File: src/include/aco_pkg.sv
// constants for the analog comparator control block
// Contract
// - pulldown disable bits at 0x11 turn pulldowns off
// - comparator rising edge sets its latched flag
// - flag holds until clear bit or reset
// - flags raise analog irq; flag2 triggers capture
// - live outputs visible unsynchronised, unlatched
// - pin four drives only when direction set
// - pin four output: pulldown off, OR sources
// - comparator one joins OR when enabled, masked
// - capture enabled suppresses analog interrupt
// - enable and select pick source or discharge
// - enable clear leaves pin zero plain GPIO
// - comparator power bits; bias when either on
// - divider loads comparator two only when selected
// - pin zero carries source, discharge, comparator
// - config changes may set flags
// - sense swap drives both comparators together
package aco_pkg;
  // =====================================================
  // register indices; byte address is four times these
  localparam logic [7:0] IDX_PORT_B_DATA = 8'h00;
  localparam logic [7:0] IDX_ANALOG_STATUS = 8'h02;
  localparam logic [7:0] IDX_ANALOG_SELECT = 8'h03;
  localparam logic [7:0] IDX_PORT_B_DIRECTION = 8'h05;
  localparam logic [7:0] IDX_PORT_B_PULLDOWN_DISABLE = 8'h11;
  localparam logic [7:0] IDX_ANALOG_CONTROL = 8'h1E;
  // =====================================================
  // analog_control fields
  localparam int ACTL_FIRST_POWER = 0;
  localparam int ACTL_SECOND_POWER = 1;
  localparam int ACTL_CURRENT_ENABLE = 2;
  localparam int ACTL_SOURCE_SELECT = 3;
  localparam int ACTL_CAPTURE_ENABLE = 4;
  localparam int ACTL_ANALOG_IRQ_ENABLE = 5;
  localparam int ACTL_FIRST_PIN_ENABLE = 6;
  // analog_select fields
  localparam int ASEL_SENSE_SWAP = 0;
  localparam int ASEL_DIVIDED_INPUT = 1;
  // analog_status fields
  localparam int ASTAT_FIRST_FLAG = 0;
  localparam int ASTAT_SECOND_FLAG = 1;
  localparam int ASTAT_FIRST_LIVE = 2;
  localparam int ASTAT_SECOND_LIVE = 3;
  localparam int ASTAT_FIRST_CLEAR = 4;
  localparam int ASTAT_SECOND_CLEAR = 5;
  // =====================================================
  // port pin positions and reset values
  localparam int PIN_CURRENT_NODE = 0;
  localparam int PIN_SHARED = 4;
  localparam logic [7:0] RST_BYTE = 8'h00;
  localparam logic [31:0] RST_WORD = 32'h0000_0000;
endpackage

File: src/logic/aco_top.sv
// analog comparator control: apb registers, flags, pin logic
`timescale 1ns/10ps
module aco_top #(
  parameter int ADDR_W = 8
) (
  input wire logic mclk,
  input wire logic rst_n,
  input wire logic psel,
  input wire logic penable,
  input wire logic pwrite,
  input wire logic [ADDR_W-1:0] paddr,
  input wire logic [31:0] pwdata,
  input wire logic [3:0] pstrb,
  output logic [31:0] prdata,
  output logic pready,
  output logic pslverr,
  input wire logic first_comparator_live_output,
  input wire logic second_comparator_live_output,
  input wire logic timer_compare_level,
  input wire logic extra_analog_option_mask,
  input wire logic [7:0] port_b_in,
  output logic [7:0] port_b_out,
  output logic [7:0] port_b_oe,
  output logic [7:0] port_b_pulldown_en,
  output logic first_comparator_power,
  output logic second_comparator_power,
  output logic bias_power,
  output logic comparator_sense_swap,
  output logic divider_connect,
  output logic current_source_on,
  output logic discharge_on,
  output logic analog_irq,
  output logic capture_trigger
);
  // =====================================================
  // elaboration check: index 0x1E needs byte address 0x78
  if (ADDR_W < 7) begin : g_addr_check
    $error("aco_top: ADDR_W must be at least 7");
  end

  // =====================================================
  // state
  typedef struct packed {
    logic [7:0] data;
    logic [7:0] dir;
    logic [7:0] pdd;
    logic [7:0] actl;
    logic [7:0] asel;
    logic flag1;
    logic flag2;
    logic [31:0] rdata;
  } aco_regs_t;
  aco_regs_t st_q;
  aco_regs_t st_d;

  logic rise1;
  logic rise2;
  logic [7:0] idx;
  logic hit;
  logic setup;
  logic wr;
  logic clr1;
  logic clr2;
  logic [7:0] status;
  logic [31:0] rd_word;
  logic current_function_enable;
  logic pin4_or;

  // =====================================================
  // edge detectors on both comparator outputs
  // rising edge capture
  aco_edge_sync u_sync1 (
    .mclk(mclk),
    .rst_n(rst_n),
    .async_in(first_comparator_live_output),
    .rise(rise1)
  );
  aco_edge_sync u_sync2 (
    .mclk(mclk),
    .rst_n(rst_n),
    .async_in(second_comparator_live_output),
    .rise(rise2)
  );

  // =====================================================
  // apb decode; word index from byte address
  assign idx = 8'(paddr[ADDR_W-1:2]);
  assign setup = psel & ~penable;
  always_comb begin
    unique case (idx)
      aco_pkg::IDX_PORT_B_DATA,
      aco_pkg::IDX_ANALOG_STATUS,
      aco_pkg::IDX_ANALOG_SELECT,
      aco_pkg::IDX_PORT_B_DIRECTION,
      aco_pkg::IDX_PORT_B_PULLDOWN_DISABLE,
      aco_pkg::IDX_ANALOG_CONTROL: hit = (paddr[1:0] == 2'h0);
      default: hit = 1'b0;
    endcase
  end
  // zero wait states; unmapped answers with an error
  assign pready = 1'b1;
  assign pslverr = psel & penable & ~hit;
  assign wr = psel & penable & pwrite & hit & pstrb[0];

  // write-one clear pulses, never stored
  assign clr1 = wr & (idx == aco_pkg::IDX_ANALOG_STATUS)
    & pwdata[aco_pkg::ASTAT_FIRST_CLEAR];
  assign clr2 = wr & (idx == aco_pkg::IDX_ANALOG_STATUS)
    & pwdata[aco_pkg::ASTAT_SECOND_CLEAR];

  // =====================================================
  // status view; live bits bypass any flop
  // live outputs unsynchronised
  always_comb begin
    status = aco_pkg::RST_BYTE;
    status[aco_pkg::ASTAT_FIRST_FLAG] = st_q.flag1;
    status[aco_pkg::ASTAT_SECOND_FLAG] = st_q.flag2;
    status[aco_pkg::ASTAT_FIRST_LIVE] = first_comparator_live_output;
    status[aco_pkg::ASTAT_SECOND_LIVE] = second_comparator_live_output;
  end

  // read mux; pulldown disable is write only and reads zero
  always_comb begin
    rd_word = aco_pkg::RST_WORD;
    unique case (idx)
      aco_pkg::IDX_PORT_B_DATA: rd_word[7:0] = st_q.data;
      aco_pkg::IDX_ANALOG_STATUS: rd_word[7:0] = status;
      aco_pkg::IDX_ANALOG_SELECT: rd_word[7:0] = st_q.asel;
      aco_pkg::IDX_PORT_B_DIRECTION: rd_word[7:0] = st_q.dir;
      aco_pkg::IDX_ANALOG_CONTROL: rd_word[7:0] = st_q.actl;
      default: rd_word = aco_pkg::RST_WORD;
    endcase
  end

  // =====================================================
  // next state
  always_comb begin
    st_d = st_q;
    // read data caught in setup, stable through access
    if (setup & ~pwrite) begin
      st_d.rdata = rd_word;
    end
    if (wr) begin
      unique case (idx)
        aco_pkg::IDX_PORT_B_DATA: st_d.data = pwdata[7:0];
        aco_pkg::IDX_ANALOG_SELECT: st_d.asel = pwdata[7:0];
        aco_pkg::IDX_PORT_B_DIRECTION: st_d.dir = pwdata[7:0];
        aco_pkg::IDX_PORT_B_PULLDOWN_DISABLE: st_d.pdd = pwdata[7:0];
        aco_pkg::IDX_ANALOG_CONTROL: st_d.actl = pwdata[7:0];
        default: st_d.data = st_q.data;
      endcase
    end
    st_d.flag1 = rise1 | (st_q.flag1 & ~clr1);
    st_d.flag2 = rise2 | (st_q.flag2 & ~clr2);
  end

  always_ff @(posedge mclk) begin
    if (!rst_n) begin
      st_q <= '0;
    end else begin
      st_q <= st_d;
    end
  end

  assign prdata = st_q.rdata;

  // =====================================================
  // analog power and mode outputs
  // per-comparator power, shared bias
  assign first_comparator_power = st_q.actl[aco_pkg::ACTL_FIRST_POWER];
  assign second_comparator_power = st_q.actl[aco_pkg::ACTL_SECOND_POWER];
  assign bias_power = first_comparator_power | second_comparator_power;
  // one swap line for both comparators
  assign comparator_sense_swap = st_q.asel[aco_pkg::ASEL_SENSE_SWAP];
  assign divider_connect = st_q.asel[aco_pkg::ASEL_DIVIDED_INPUT];

  // both devices act on pin zero
  assign current_function_enable = st_q.actl[aco_pkg::ACTL_CURRENT_ENABLE];
  assign current_source_on = current_function_enable
    & st_q.actl[aco_pkg::ACTL_SOURCE_SELECT];
  assign discharge_on = current_function_enable
    & ~st_q.actl[aco_pkg::ACTL_SOURCE_SELECT];

  // =====================================================
  // interrupt and capture requests from latched flags
  // flags to analog irq and capture
  // capture path wins over analog irq
  assign capture_trigger = st_q.flag2
    & st_q.actl[aco_pkg::ACTL_CAPTURE_ENABLE];
  assign analog_irq = (st_q.flag1 | st_q.flag2)
    & st_q.actl[aco_pkg::ACTL_ANALOG_IRQ_ENABLE]
    & ~st_q.actl[aco_pkg::ACTL_CAPTURE_ENABLE];

  // =====================================================
  // port pins; pin four ORs its sources, software picks one
  // comparator joins only when enabled and masked in
  assign pin4_or = st_q.data[aco_pkg::PIN_SHARED] | timer_compare_level
    | (st_q.actl[aco_pkg::ACTL_FIRST_PIN_ENABLE]
       & extra_analog_option_mask & first_comparator_live_output);

  always_comb begin
    port_b_out = st_q.data;
    port_b_oe = st_q.dir;
    port_b_pulldown_en = ~st_q.pdd;
    // pin four drives OR, pulldown off
    port_b_out[aco_pkg::PIN_SHARED] = pin4_or;
    if (st_q.dir[aco_pkg::PIN_SHARED]) begin
      port_b_pulldown_en[aco_pkg::PIN_SHARED] = 1'b0;
    end
    // plain gpio while current function off
    if (current_function_enable) begin
      port_b_oe[aco_pkg::PIN_CURRENT_NODE] = 1'b0;
    end
  end
endmodule

File: src/logic/aco_edge_sync.sv
// two-flop synchroniser with rising edge pulse
`timescale 1ns/10ps
module aco_edge_sync (
  input wire logic mclk,
  input wire logic rst_n,
  input wire logic async_in,
  output logic rise
);
  // =====================================================
  // state
  typedef struct packed {
    logic meta;
    logic sync;
    logic last;
  } aco_sync_t;
  aco_sync_t st_q;
  aco_sync_t st_d;

  // meta feeds sync only; edge taken from the clean stages
  // synchronise then detect
  // config-driven output steps set flags too
  always_comb begin
    st_d = st_q;
    st_d.meta = async_in;
    st_d.sync = st_q.meta;
    st_d.last = st_q.sync;
  end

  always_ff @(posedge mclk) begin
    if (!rst_n) begin
      st_q <= '0;
    end else begin
      st_q <= st_d;
    end
  end

  // one pulse per rising edge
  assign rise = st_q.sync & ~st_q.last;
endmodule

File: config.mk
export PLATFORM = sky130hd
export DESIGN_NAME = aco_top
export DESIGN_NICKNAME = d
export VERILOG_FILES = /design/src/include/aco_pkg.sv /design/src/logic/aco_top.sv /design/src/logic/aco_edge_sync.sv
export SDC_FILE = /design/constraint.sdc
export NUM_CORES = 1
export LEC_CHECK = 0
export BUFFER_PORTS_ARGS = -buffer_cell sky130_fd_sc_hd__buf_2
export CORE_MARGIN = 4
export CORE_UTILIZATION = 51
export CTS_BUF_LIST = sky130_fd_sc_hd__clkbuf_4 sky130_fd_sc_hd__clkbuf_8 sky130_fd_sc_hd__clkbuf_16
export DETAILED_ROUTE_END_ITERATION = 8
export HOLD_SLACK_MARGIN = 0.08
export PLACE_DENSITY = 0.93
export RECOVER_POWER = 100
export REMOVE_ABC_BUFFERS = 1
export SYNTH_ARGS = -nofsm -noshare
export SYNTH_HDL_FRONTEND = slang
export SYNTH_SLANG_ARGS = --single-unit
File: constraint.sdc
create_clock -name mclk -period 2.6 [get_ports mclk]
set_input_delay 0.39 -clock mclk [delete_from_list [all_inputs] [get_ports mclk]]
set_output_delay 0.39 -clock mclk [all_outputs]
set_load 0.02 [all_outputs]
# [After elaboration in Yosys (flattened, before gate mapping)]
# Index checks and enable logic that the tools add are counted.
[word_totals] register_bits=56 input_bits=61 out_inout_bits=67 elab_cells=68
[classes] n_eq_ne=5 muxes=4 bitwise_logic=37 n_reduce_logical=8
[ops] operator="case mux 8 bit (5 select lines)" count=1
[ops] operator="bitwise AND 1 bit" count=21
[ops] operator="== test 6 x 2 -> 1 bit, second input constant" count=2
[ops] operator="== test 6 x 5 -> 1 bit, second input constant" count=2
[ops] operator="AND reduction 2 bit" count=5
[ops] operator="NOT 1 bit" count=9
[ops] operator="zero test 8 bit" count=1
[ops] operator="NOT 8 bit" count=1
[ops] operator="== test 6 x 3 -> 1 bit, second input constant" count=1
[ops] operator="bitwise OR 1 bit" count=6
[ops] operator="OR reduction 6 bit" count=1
[ops] operator="two-way mux 1 bit" count=3
[ops] operator="zero test 2 bit" count=1

# [Depth between registers and ports, before layout]
# Gate-level depths: netlist of the first run.
[depth] ltp_word=10 depth_mapped=6 depth_no_buf=4

# [Cells and area by module]
# Synthesis of the first run repeated with hierarchy kept, for this count alone.
[unflattened] cells_unflattened=303 hier_area_um2=2916.5
[modules_own_cells] module="aco_top" n_inst=1 cells_per_inst=289 area_each_um2=2731.4 seq_area_each_um2=1001.0
[modules_own_cells] module="aco_edge_sync" n_inst=2 cells_per_inst=7 area_each_um2=92.6 seq_area_each_um2=60.1

# [Worst setup path after synthesis of the first run]
# No wires, ideal clock.
[synth_path] path_type="input to register" start="input paddr[7]" end="register st_q, in the netlist comparator_sense_swap" setup_time_ps=116 t_arrival_ps=1786 t_required_ps=2484 slack_ps=698 stages=5 n_path_buf=1 cell_sequence="or3_1 -> buf_4 -> nor4_4 -> mux2i_1 -> nor2b_1"
[synth_via] elab_chain_cells=6
[synth_lines] item="start, declared" line="aco_top.sv:11" text="input wire logic [ADDR_W-1:0] paddr,"
[synth_lines] item="== test 6 x 2 -> 1 bit, or another cell as far along" line="aco_top.sv:90" text="unique case (idx)"
[synth_lines] item="OR reduction 6 bit" line="aco_top.sv:90"
[synth_lines] item="two-way mux 1 bit" line="aco_top.sv:90"
[synth_lines] item="bitwise AND 1 bit (2 in a row)" line="aco_top.sv:103" text="assign wr = psel & penable & pwrite & hit & pstrb[0];"
[synth_lines] item="AND reduction 2 bit (no line) (*)"
[synth_lines] item="end signal, assigned" line="aco_top.sv:161" text="st_q <= st_d;"
[synth_lines] item="end, declared" line="aco_top.sv:53" text="aco_regs_t st_q;"
# Mark *: on every way between the ends. The rest lies on a longest branch, timed or not.
# A chain may end at the register's enable or synchronous reset.

# [Worst setup path in the final report of the first run]
[layout_path] start="input paddr[7]" end="register st_q, in the netlist port_b_oe[6]"
[layout_via] elab_chain_cells=6
[layout_lines] item="== test 6 x 2 -> 1 bit, or another cell as far along" line="aco_top.sv:90"
[layout_lines] item="OR reduction 6 bit" line="aco_top.sv:90"
[layout_lines] item="two-way mux 1 bit" line="aco_top.sv:90"
[layout_lines] item="bitwise AND 1 bit (2 in a row)" line="aco_top.sv:103"
[layout_lines] item="AND reduction 2 bit (no line) (*)"
# Marked as above.

==> run metrics, run 1 <==
vias per cell=5.271; crit path DAT=2.41 ns; I/O Buffers=67; min Tclk post-route=2.205 ns; number of remaining DRC errors=0; number of nets with antenna violations after routing=0; Ports=128; total grt overflow=0; Synth cell types=40; worst endpoint required time=2.80 ns; TritonCTS clock tree=yes; Syn Area/Cell=9.729 sq um; First DRT Iteration DRCs=110; Filler Cell Count=527; final instance area=3103 sq um; Synth Warn #=0; crit-path cells=clkbuf_1 -> or3_1 -> nor4_4 -> clkbuf_1 -> mux2i_1 -> nor2b_1; area grow syn2layout=5.263%; clock tree buffer depth=2; initial antenna violation count=0; nets@finish=413; Hold Buf Count CTS=0; Die Span Y=84.03 um; largest net degree at the start of global routing=35; Area after DPL=3138 sq um; Reg clk slew, reported paths=0.10 ns; crit share post-route=84.81%; area of the core=5540 sq um; GRT Total Usage=18.34%; Synth Register Bits=56; gpl congestion=0.9268; most frequent cells in the layout=56 x dfxtp_1, 51 x clkbuf_1, 48 x nor2b_1, 44 x mux2i_1, 25 x conb_1; total vias in the final route=2,240; Root Driver=clkbuf_8; routed length per instance=15.24 um; hold crit path type=input port to register; ANT cells=0; HPWL Detailed=4763 um; CP Launch Type=input port; Setup crit end kind=register; run status=complete, no violations; vias in the first global route=2,092; routed wire length=6476 um; Max IR drop VDD=0.3884 mV; worst-skew pair later-pin latency=0.31 ns; Placed Cells=417; Initial Util=53.21%; CP max stage cell=clkbuf_1; Post-CTS Setup Repair Bufs=0; CP most frequent cell=clkbuf_1; Fmax achieved=0.4535 GHz; Fin. Hold Viols=0; fin cells=425; DIE AREA=7060 sq um; leakage power total=1.047 nW; Rows=27; htree depth=2; # resized after CTS=0; Place WS=0.4572 ns; global-route wire length before repair=10,460 um; most common cell after layout, fill and taps aside=dfxtp_1; Slew Viols, Final=0; Final Setup Violations=0; Post-Syn Instances=303; power density cells=481.4 nW/um^2; Buffers & Inverters on Critical Path=2; max cap viols=0; Worst Clk Skew=0.005241 ns; clk sinks=56; layout cells sized above 1=11.61%; WS Path Type=input port to register; CTS Buf Count=5; Die X=84.03 um; setup ws final=0.3949 ns; post-synthesis sequential area ratio=38.03%; worst slew pin tran=1.112 ns; RSZ-0062 raised after global routing=false; DRT Pass-1 Iters=4; Fin Hold WS=0.3070 ns; Mapped Area=2948 sq um; CP Max Fanout=8; CP max stage delay=0.61 ns; Slew headroom=25.89%; CP delay by family, top=simple AND/OR/NAND/NOR gates
==> metrics by stage <==
| stage | total power, mW | util, % | TNS, ns |
|---|---|---|---|
| floorplan | 0.9731 | - | -1.528 |
| global placement | 1.035 | 56.64 | 0 |
| detailed placement | 1.038 | 56.64 | 0 |
| CTS | 1.512 | 58.27 | 0 |
| global route | 1.554 | 56.01 | 0 |
| finish | 1.494 | 56.01 | 0 |
==> path summary, 6_finish.rpt <==
path | slack (ns) | endpoint | from | depth (start not counted)
worst max-delay path | 0.39 | port_b_oe[6] | paddr[7] | 6
worst min-delay path | 0.31 | u_sync2.st_d[1] | second_comparator_live_output | 2
worst min register to register | 0.44 | u_sync2.st_d[0] | u_sync2.st_d[1] | 1
worst max register to register | 1.67 | prdata[4] | port_b_oe[4] | 3
==> registers in the layout, indices dropped and copies added (netlist names), 2 cells and up <==
| name | flops |
|---|---|
| port_b_oe | 7 |
| port_b_out | 7 |
| prdata | 8 |
| st_q | 23 |
| u_sync1.st_d | 2 |
| u_sync2.st_d | 2 |
==> area by class of cell <==
| type | instances | area, sq um | share of cell area, % |
|---|---|---|---|
| Tap cell | 72 | 90.09 | 2.903 |
| Timing Repair Buffer | 77 | 329.1 | 10.60 |
| Clock buffer | 5 | 68.82 | 2.218 |
| Clock inverter | 3 | 21.27 | 0.6855 |
| Sequential cell | 56 | 1121 | 36.13 |
| Inverter | 11 | 41.29 | 1.331 |
| Multi-Input combinational cell | 201 | 1431 | 46.13 |
==> logic make-up (layout without fill, tap and decap cells) <==
kind of cell	count (synthesis)	after routing	synth area share, %
AND/OR/NAND/NOR	97	97	23.05
XOR/XNOR	1	1	0.2972
AO/OA/AOI/OAI	34	34	8.361
flip-flops	56	56	38.03
multiplexers	44	44	14.94
buffers and inverters	69	96	15.07
other	2	25	0.2548
==> routing by layer <==
layer  share of wire (%)  track usage (%)
met1                  45            24.91
met2                  46            29.20
met5                   0                0
met3                 7.8            4.442
met4                 1.2            4.532
==> Yosys cell counts <==
master	instances	share of area (%)
nand3_1	8	1.4
a22oi_1	4	1.0
nand2_1	3	0.38
nor2b_1	48	10
a21oi_1	3	0.51
o311a_1	1	0.34
and2_1	8	1.7
o21ai_0	6	1.0
buf_2	1	0.17
nand2b_1	2	0.42
or2_2	2	0.42
o2111ai_1	4	1.2
nand4_1	4	0.85
a2bb2oi_1	4	1.2
buf_4	49	12
or4b_4	2	0.93
dfxtp_1	56	38
xnor2_1	1	0.30
nor4_4	4	2.9
buf_1	1	0.13
nand4b_1	1	0.30
nor4_2	1	0.42
nor2_1	5	0.64
nor4b_1	1	0.30
a311o_1	1	0.34
nor4_1	1	0.21
and4b_1	1	0.34
nor3b_1	2	0.51
nand4_2	1	0.42
conb_1	2	0.25
o21bai_1	1	0.25
inv_1	11	1.4
clkbuf_1	7	0.89
o21a_1	1	0.25
nor3_1	1	0.17
a22o_1	4	1.2
a31oi_1	5	1.1
or4_4	1	0.38
or3_1	1	0.21
mux2i_1	44	15
==> where the power goes <==
group          internal (mW)  leakage, nW  switching, mW
Clock                  0.192       0.0445          0.287
Combinational         0.0450        0.550          0.100
Sequential             0.865        0.453        0.00408
Note: power is estimated with default switching activity, not from simulation.
==> inputs of run 2 (changes only) <==
--- a/config.mk
+++ b/config.mk
@@ -7,11 +7,11 @@
 export LEC_CHECK = 0
 export BUFFER_PORTS_ARGS = -buffer_cell sky130_fd_sc_hd__buf_2
 export CORE_MARGIN = 4
-export CORE_UTILIZATION = 51
+export CORE_UTILIZATION = 48
 export CTS_BUF_LIST = sky130_fd_sc_hd__clkbuf_4 sky130_fd_sc_hd__clkbuf_8 sky130_fd_sc_hd__clkbuf_16
 export DETAILED_ROUTE_END_ITERATION = 8
 export HOLD_SLACK_MARGIN = 0.08
-export PLACE_DENSITY = 0.93
+export PLACE_DENSITY = 0.89
 export RECOVER_POWER = 100
 export REMOVE_ABC_BUFFERS = 1
 export SYNTH_ARGS = -nofsm -noshare
==> constraint.sdc (replaced) <==
create_clock -name mclk -period 2.22 [get_ports mclk]
set_input_delay 0.333 -clock mclk [delete_from_list [all_inputs] [get_ports mclk]]
set_output_delay 0.333 -clock mclk [all_outputs]
set_load 0.02 [all_outputs]
==> run 2 against run 1 <==
Effect of this change:
- sequential cell count unchanged
- die area grew 5.6%
- combinational power up 21%
- cell count is 1.6% higher
- non-clock buffer count up 4
- clock skew increased by 0.00054 ns
- largest power group unchanged
==> run metrics, run 2 (synthesis gave the netlist of run 1 again) <==
area grow syn2layout=8.192%; area of the core=5956 sq um (+7.5%); Rows=28 (+3.7%); clk sinks=56 (unchanged); most common cell after layout, fill and taps aside=dfxtp_1; largest reg by FF count=st_q; clock tree buffer depth=2 (unchanged); worst-skew pair later-pin latency=0.32 ns (about the same); Fin. Hold Viols=0 (unchanged); hold crit path type=input port to register; Die X=86.37 um (+2.8%); crit share post-route=83.77%; Ports=128 (unchanged); RSZ-0062 raised after global routing=false; Worst Clk Skew=0.005778 ns (+0.0005373 ns); Placed Cells=424 (+1.7%); GRT Total Usage=18.29% (-0.048 points); max cap viols=0 (unchanged); met2 wire length=3026 um (+0.77%); gpl congestion=0.9027 (-2.6%); Final Setup Violations=0 (unchanged); Fin Hold WS=0.2454 ns (-0.06163 ns); Hold Buf Count CTS=0 (unchanged); ANT cells=0 (unchanged); htree depth=2 (unchanged); WS Path Type=input port to register; Initial Util=49.50% (-3.7 points); # resized after CTS=0 (unchanged); leakage power total=1.097 nW (+4.8%); Root Driver=clkbuf_8; I/O Buffers=67 (unchanged); DRT Pass-1 Iters=4 (unchanged); global-route wire length before repair=10,720 um (+2.4%); crit path DAT=2.08 ns (-0.33 ns); Top Metal Used=met4; First DRT Iteration DRCs=177 (+61%); Reg clk slew, reported paths=0.10 ns (about the same); number of nets with antenna violations after routing=0 (unchanged); DRT met1 WL=2844 um (-1.5%); Filler Cell Count=596 (+13%); layout cells sized above 1=14.57% (+3.0 points); total grt overflow=0 (unchanged); Multi-input gate area=1424 sq um (-0.52%); run status=complete, no violations; Largest register FFs=23 (unchanged); most frequent cells in the layout=56 x dfxtp_1, 48 x nor2b_1, 45 x clkbuf_1, 44 x mux2i_1, 25 x conb_1; initial antenna violation count=0 (unchanged); CTS Buf Count=5 (unchanged); nets@finish=417 (+0.97%); CP Launch Type=input port; Setup crit end kind=register; met3 wire length=714 um (+41%); FF+latch area=1121 sq um (unchanged); routed wire length=6715 um (+3.7%); Slew Viols, Final=0 (unchanged); Die Span Y=86.37 um (+2.8%); Slew headroom=16.29% (-9.6 points); number of remaining DRC errors=0 (unchanged); min Tclk post-route=1.860 ns; total vias in the final route=2,228 (-0.54%); vias per cell=5.157 (-2.1%); routed length per instance=15.54 um (+2.0%); Post-CTS Setup Repair Bufs=0 (unchanged); TritonCTS clock tree=yes; worst endpoint required time=2.44 ns (-0.36 ns); largest net degree at the start of global routing=38 (+8.6%); worst slew pin tran=1.256 ns (+0.1440 ns); HPWL Detailed=4934 um (+3.6%); CP Max Fanout=8 (unchanged); DIE AREA=7459 sq um (+5.6%); vias in the first global route=2,154 (+3.0%); Max IR drop VDD=0.3992 mV (+2.8%); final design utilization=53.55% (-2.5 points); power density cells=558.8 nW/um^2 (+16%); fin cells=432 (+1.6%); Fmax achieved=0.5377 GHz
## run 2: cell type report
type | count | share of cell area (%)
multi-input combinational | 201 | 44.65
inverter | 11 | 1.295
timing repair buffer | 81 | 13.06
sequential | 56 | 35.15
tap | 75 | 2.942
clock buffer | 7 | 2.628
clock inverter | 1 | 0.2746
## run 2: power breakdown
| group | switching [mW] | total, mW | internal, mW |
|---|---|---|---|
| registers | 0.00468 | 1.02 | 1.01 |
| clock network | 0.338 | 0.588 | 0.251 |
| logic | 0.118 | 0.176 | 0.0572 |
## run 2: path summary, 6_finish.rpt
kind / start / end / cells past startpoint / slack, ns
max: paddr[7] / port_b_oe[5] / 6 / 0.36
min: second_comparator_live_output / u_sync2.st_d[1] / 2 / 0.25
max reg2reg: st_q[33] / prdata[0] / 3 / 1.32
min reg2reg: u_sync1.st_d[1] / u_sync1.st_d[0] / 1 / 0.44
## run 2: worst max-delay path, stage by stage
cell and delay (ns):
clkbuf_1 0.15, or3_1 0.55, nor4_1 0.56, buf_12 0.22, mux2i_1 0.21, nor2b_1 0.07
## run 2: stage by stage
stage / area [sq um] / worst slack (ns) / TNS (ns) / power [mW]
after floorplan: 2631 / -0.5140 / -4.112 / 1.140
after global placement: 3209 / 0.1890 / 0 / 1.217
after detailed placement: 3209 / 0.1569 / 0 / 1.221
after CTS: 3302 / 0.3047 / 0 / 1.801
after global routing: 3189 / 0.2763 / 0 / 1.850
final: 3189 / 0.3602 / 0 / 1.782
## run 2: layer usage
layer,vias to the layer above,GRT usage (%)
met5,-,0
met4,0,7.365
met3,12,5.323
met2,122,27.68
met1,1018,24.47
li1,1076,-
==> inputs of run 3 (changes only) <==
--- a/config.mk
+++ b/config.mk
@@ -5,13 +5,14 @@
 export SDC_FILE = /design/constraint.sdc
 export NUM_CORES = 1
 export LEC_CHECK = 0
+export ABC_AREA = 1
 export BUFFER_PORTS_ARGS = -buffer_cell sky130_fd_sc_hd__buf_2
 export CORE_MARGIN = 4
-export CORE_UTILIZATION = 48
+export CORE_UTILIZATION = 44
 export CTS_BUF_LIST = sky130_fd_sc_hd__clkbuf_4 sky130_fd_sc_hd__clkbuf_8 sky130_fd_sc_hd__clkbuf_16
 export DETAILED_ROUTE_END_ITERATION = 8
 export HOLD_SLACK_MARGIN = 0.08
-export PLACE_DENSITY = 0.89
+export PLACE_DENSITY = 0.85
 export RECOVER_POWER = 100
 export REMOVE_ABC_BUFFERS = 1
 export SYNTH_ARGS = -nofsm -noshare
==> constraint.sdc (replaced) <==
create_clock -name mclk -period 1.6 [get_ports mclk]
set_input_delay 0.24 -clock mclk [delete_from_list [all_inputs] [get_ports mclk]]
set_output_delay 0.24 -clock mclk [all_outputs]
set_load 0.02 [all_outputs]
==> run 3 against run 2 <==
Effect of this change:
- via count grew 24%
- non-clock buffer count is 1 higher
- sequential power rose by 38%
==> run metrics, run 3 <==
run status=complete, no violations; WS Path Type=input port to register; Largest register FFs=23 (unchanged); clock tree buffer depth=2 (unchanged); final design utilization=49.11% (-4.4 points); Tot Pwr=2.627 mW (+47%); global-route wire length before repair=12,250 um (+14%); Post-synth top cells=116 x nand2_1, 99 x nor2_1, 59 x inv_1, 56 x dfxtp_1, 49 x buf_4; htree depth=2 (unchanged); leakage power total=1.833 nW (+67%); Filler Cell Count=689 (+16%); power density cells=778.7 nW/um^2 (+39%); gpl congestion=0.8127 (-10%); Mapped Area=3147 sq um (+6.7%); initial antenna violation count=0 (unchanged); setup TNS=0 ns (unchanged); Slew Viols, Final=0 (unchanged); vias per cell=4.554 (-12%); Fin. Hold Viols=0 (unchanged); Hold Buf Count CTS=0 (unchanged); DRT Pass-1 Iters=6 (+2); Setup crit end kind=register; First DRT Iteration DRCs=180 (+1.7%); post-synthesis xor/xnor area fraction=0% (-0.30 points); routed length per instance=12.15 um (-22%); GRT Total Usage=17.56% (-0.73 points); Synth Warn #=0 (unchanged); area of the core=6869 sq um (+15%); Ports=128 (unchanged); Adder-Cell Fraction of Synth Area=0% (unchanged); mux share of post-synthesis cell area=0% (-15 points); number of nets with antenna violations after routing=0 (unchanged); most frequent cells in the layout=117 x nand2_1, 98 x nor2_1, 60 x inv_1, 56 x dfxtp_1, 44 x clkbuf_1; Max IR drop VDD=0.4444 mV (+11%); Initial Util=45.81% (-3.7 points); post-synthesis sequential area ratio=35.63% (-2.4 points); Root Driver=clkbuf_8; largest family of logic cells by synthesized area=simple AND/OR/NAND/NOR gates; worst slew pin tran=0.9112 ns (-0.3445 ns); max cap viols=0 (unchanged); largest area contributor in the netlist=dfxtp_1; crit share post-route=93.39%; DIE AREA=8568 sq um (+15%); total vias in the final route=2,760 (+24%); vias in the first global route=2,725 (+27%); I/O Buffers=67 (unchanged); ranking of synthesized cells by area=dfxtp_1 36%, nand2_1 14%, nor2_1 12%, buf_4 12%, inv_1 7.0%; clk sinks=56 (unchanged); area grow syn2layout=7.197%; fin cells=606 (+40%); Yosys top cell area share=35.63% (-2.4 points); HPWL Detailed=5382 um (+9.1%); Placed Cells=598 (+41%); Synth cell types=29 (-28%); CP Max Fanout=16 (+8); worst-skew pair later-pin latency=0.32 ns (about the same); CTS Buf Count=5 (unchanged); Simple-Gate Fraction of Synth Area=35.47% (+12 points); routed wire length=7365 um (+9.7%); Post-Syn Instances=458 (+51%); layout cells sized above 1=13.73% (-0.84 points); Synth async-reset ratio=0% (unchanged); Top FF cell, synth=dfxtp_1; crit path DAT=1.71 ns (-0.37 ns); Worst Clk Skew=0.01045 ns (+0.004676 ns); worst endpoint required time=1.82 ns (-0.62 ns); ANT cells=0 (unchanged); TritonCTS clock tree=yes; Syn Area/Cell=6.871 sq um (-29%); Rows=30 (+7.1%); RSZ-0062 raised after global routing=false; count leader, synth=nand2_1; Final Setup Violations=0 (unchanged); largest net degree at the start of global routing=23 (-39%); Synth Register Bits=56 (unchanged); Post-synth EDFFs=0 (unchanged); hold crit path type=input port to register; CP Launch Type=input port; min Tclk post-route=1.494 ns; most common cell after layout, fill and taps aside=nand2_1; largest reg by FF count=st_q; Fmax achieved=0.6692 GHz; Post-CTS Setup Repair Bufs=0 (unchanged); Die Span Y=92.57 um (+7.2%); nets@finish=570 (+37%); Die X=92.57 um (+7.2%); Reg clk slew, reported paths=0.10 ns (about the same); total grt overflow=0 (unchanged); Synth Area in Compound Gates=5.249% (-3.1 points); Slew headroom=39.26% (+23 points); number of remaining DRC errors=0 (unchanged)
-- run 3: cell count changes in the layout (fill, tap and decap cells not counted), moves of 5 or more --
cell	previous run	this run
nor2_1	5	98
nand2_1	3	117
a31oi_1	5	0
and2_1	6	0
inv_1	11	60
nor2b_1	48	0
o21ai_0	6	12
a21oi_1	3	8
mux2i_1	44	0
nor2_2	0	6
-- run 3: worst paths after layout --
| path | start | end | slack, ns | depth (start not counted) |
|---|---|---|---|---|
| setup / recovery | paddr[5] | st_q[53] | 0.11 | 13 |
| hold / removal | second_comparator_live_output | u_sync2.st_d[1] | 0.14 | 3 |
| hold reg to reg | u_sync1.st_d[1] | u_sync1.st_d[0] | 0.43 | 2 |
| setup reg to reg | current_function_enable | prdata[2] | 0.71 | 4 |
-- run 3: layout make-up --
| class | count | area, sq um | area share, % |
|---|---|---|---|
| Clock inverter | 2 | 38.79 | 1.150 |
| Clock buffer | 6 | 82.58 | 2.448 |
| Timing Repair Buffer | 82 | 410.4 | 12.17 |
| Sequential cell | 56 | 1121 | 33.23 |
| Multi-Input combinational cell | 300 | 1355 | 40.17 |
| Inverter | 64 | 245.2 | 7.270 |
| Tap cell | 96 | 120.1 | 3.561 |
-- run 3: repair_timing --
action | in CTS | in global routing
setup endpoints to repair | 0 | 1
gates resized for setup | 0 | 2
endpoints found under the hold margin | 0 | 0
-- run 3: metal layers --
| metal | share of wire [%] | global-route usage [%] | wire, um |
|---|---|---|---|
| met1 | 40 | 20.70 | 2960 |
| met2 | 50 | 30.76 | 3667 |
| met3 | 8.4 | 3.574 | 621 |
| met4 | 1.6 | 7.426 | 115 |
| met5 | 0 | 0 | 0 |
-- run 3: metrics by stage --
stage	worst slack [ns]	area, sq um	hold WS (ns)
after floorplan	0.1125	2741	0.3335
after global placement	-0.05571	3347	0.3952
after detailed placement	-0.1078	3347	0.4070
after CTS	0.05703	3468	0.1383
after global routing	0.01629	3373	0.1465
final	0.1057	3373	0.1406
-- run 3: kinds of logic after synthesis --
logic type | count (synthesis)
compound gates | 29
buf+inv | 125
flops | 56
other cells | 2
simple gates | 246
-- run 3: critical path: stages --
cell and delay (ns):
buf_2 0.11, buf_4 0.13, nand2_1 0.06, nor2_2 0.05
nand2_4 0.08, inv_6 0.04, nor2_2 0.20, nand2_8 0.11
nand4_1 0.09, clkbuf_2 0.37, nand2_1 0.11, nand2_1 0.08
nor2_1 0.04
-- run 3: report_power, final --
group / internal, mW / switching [mW]
Clock: 0.512 / 0.464
Sequential: 1.41 / 0.00728
Combinational: 0.0624 / 0.174
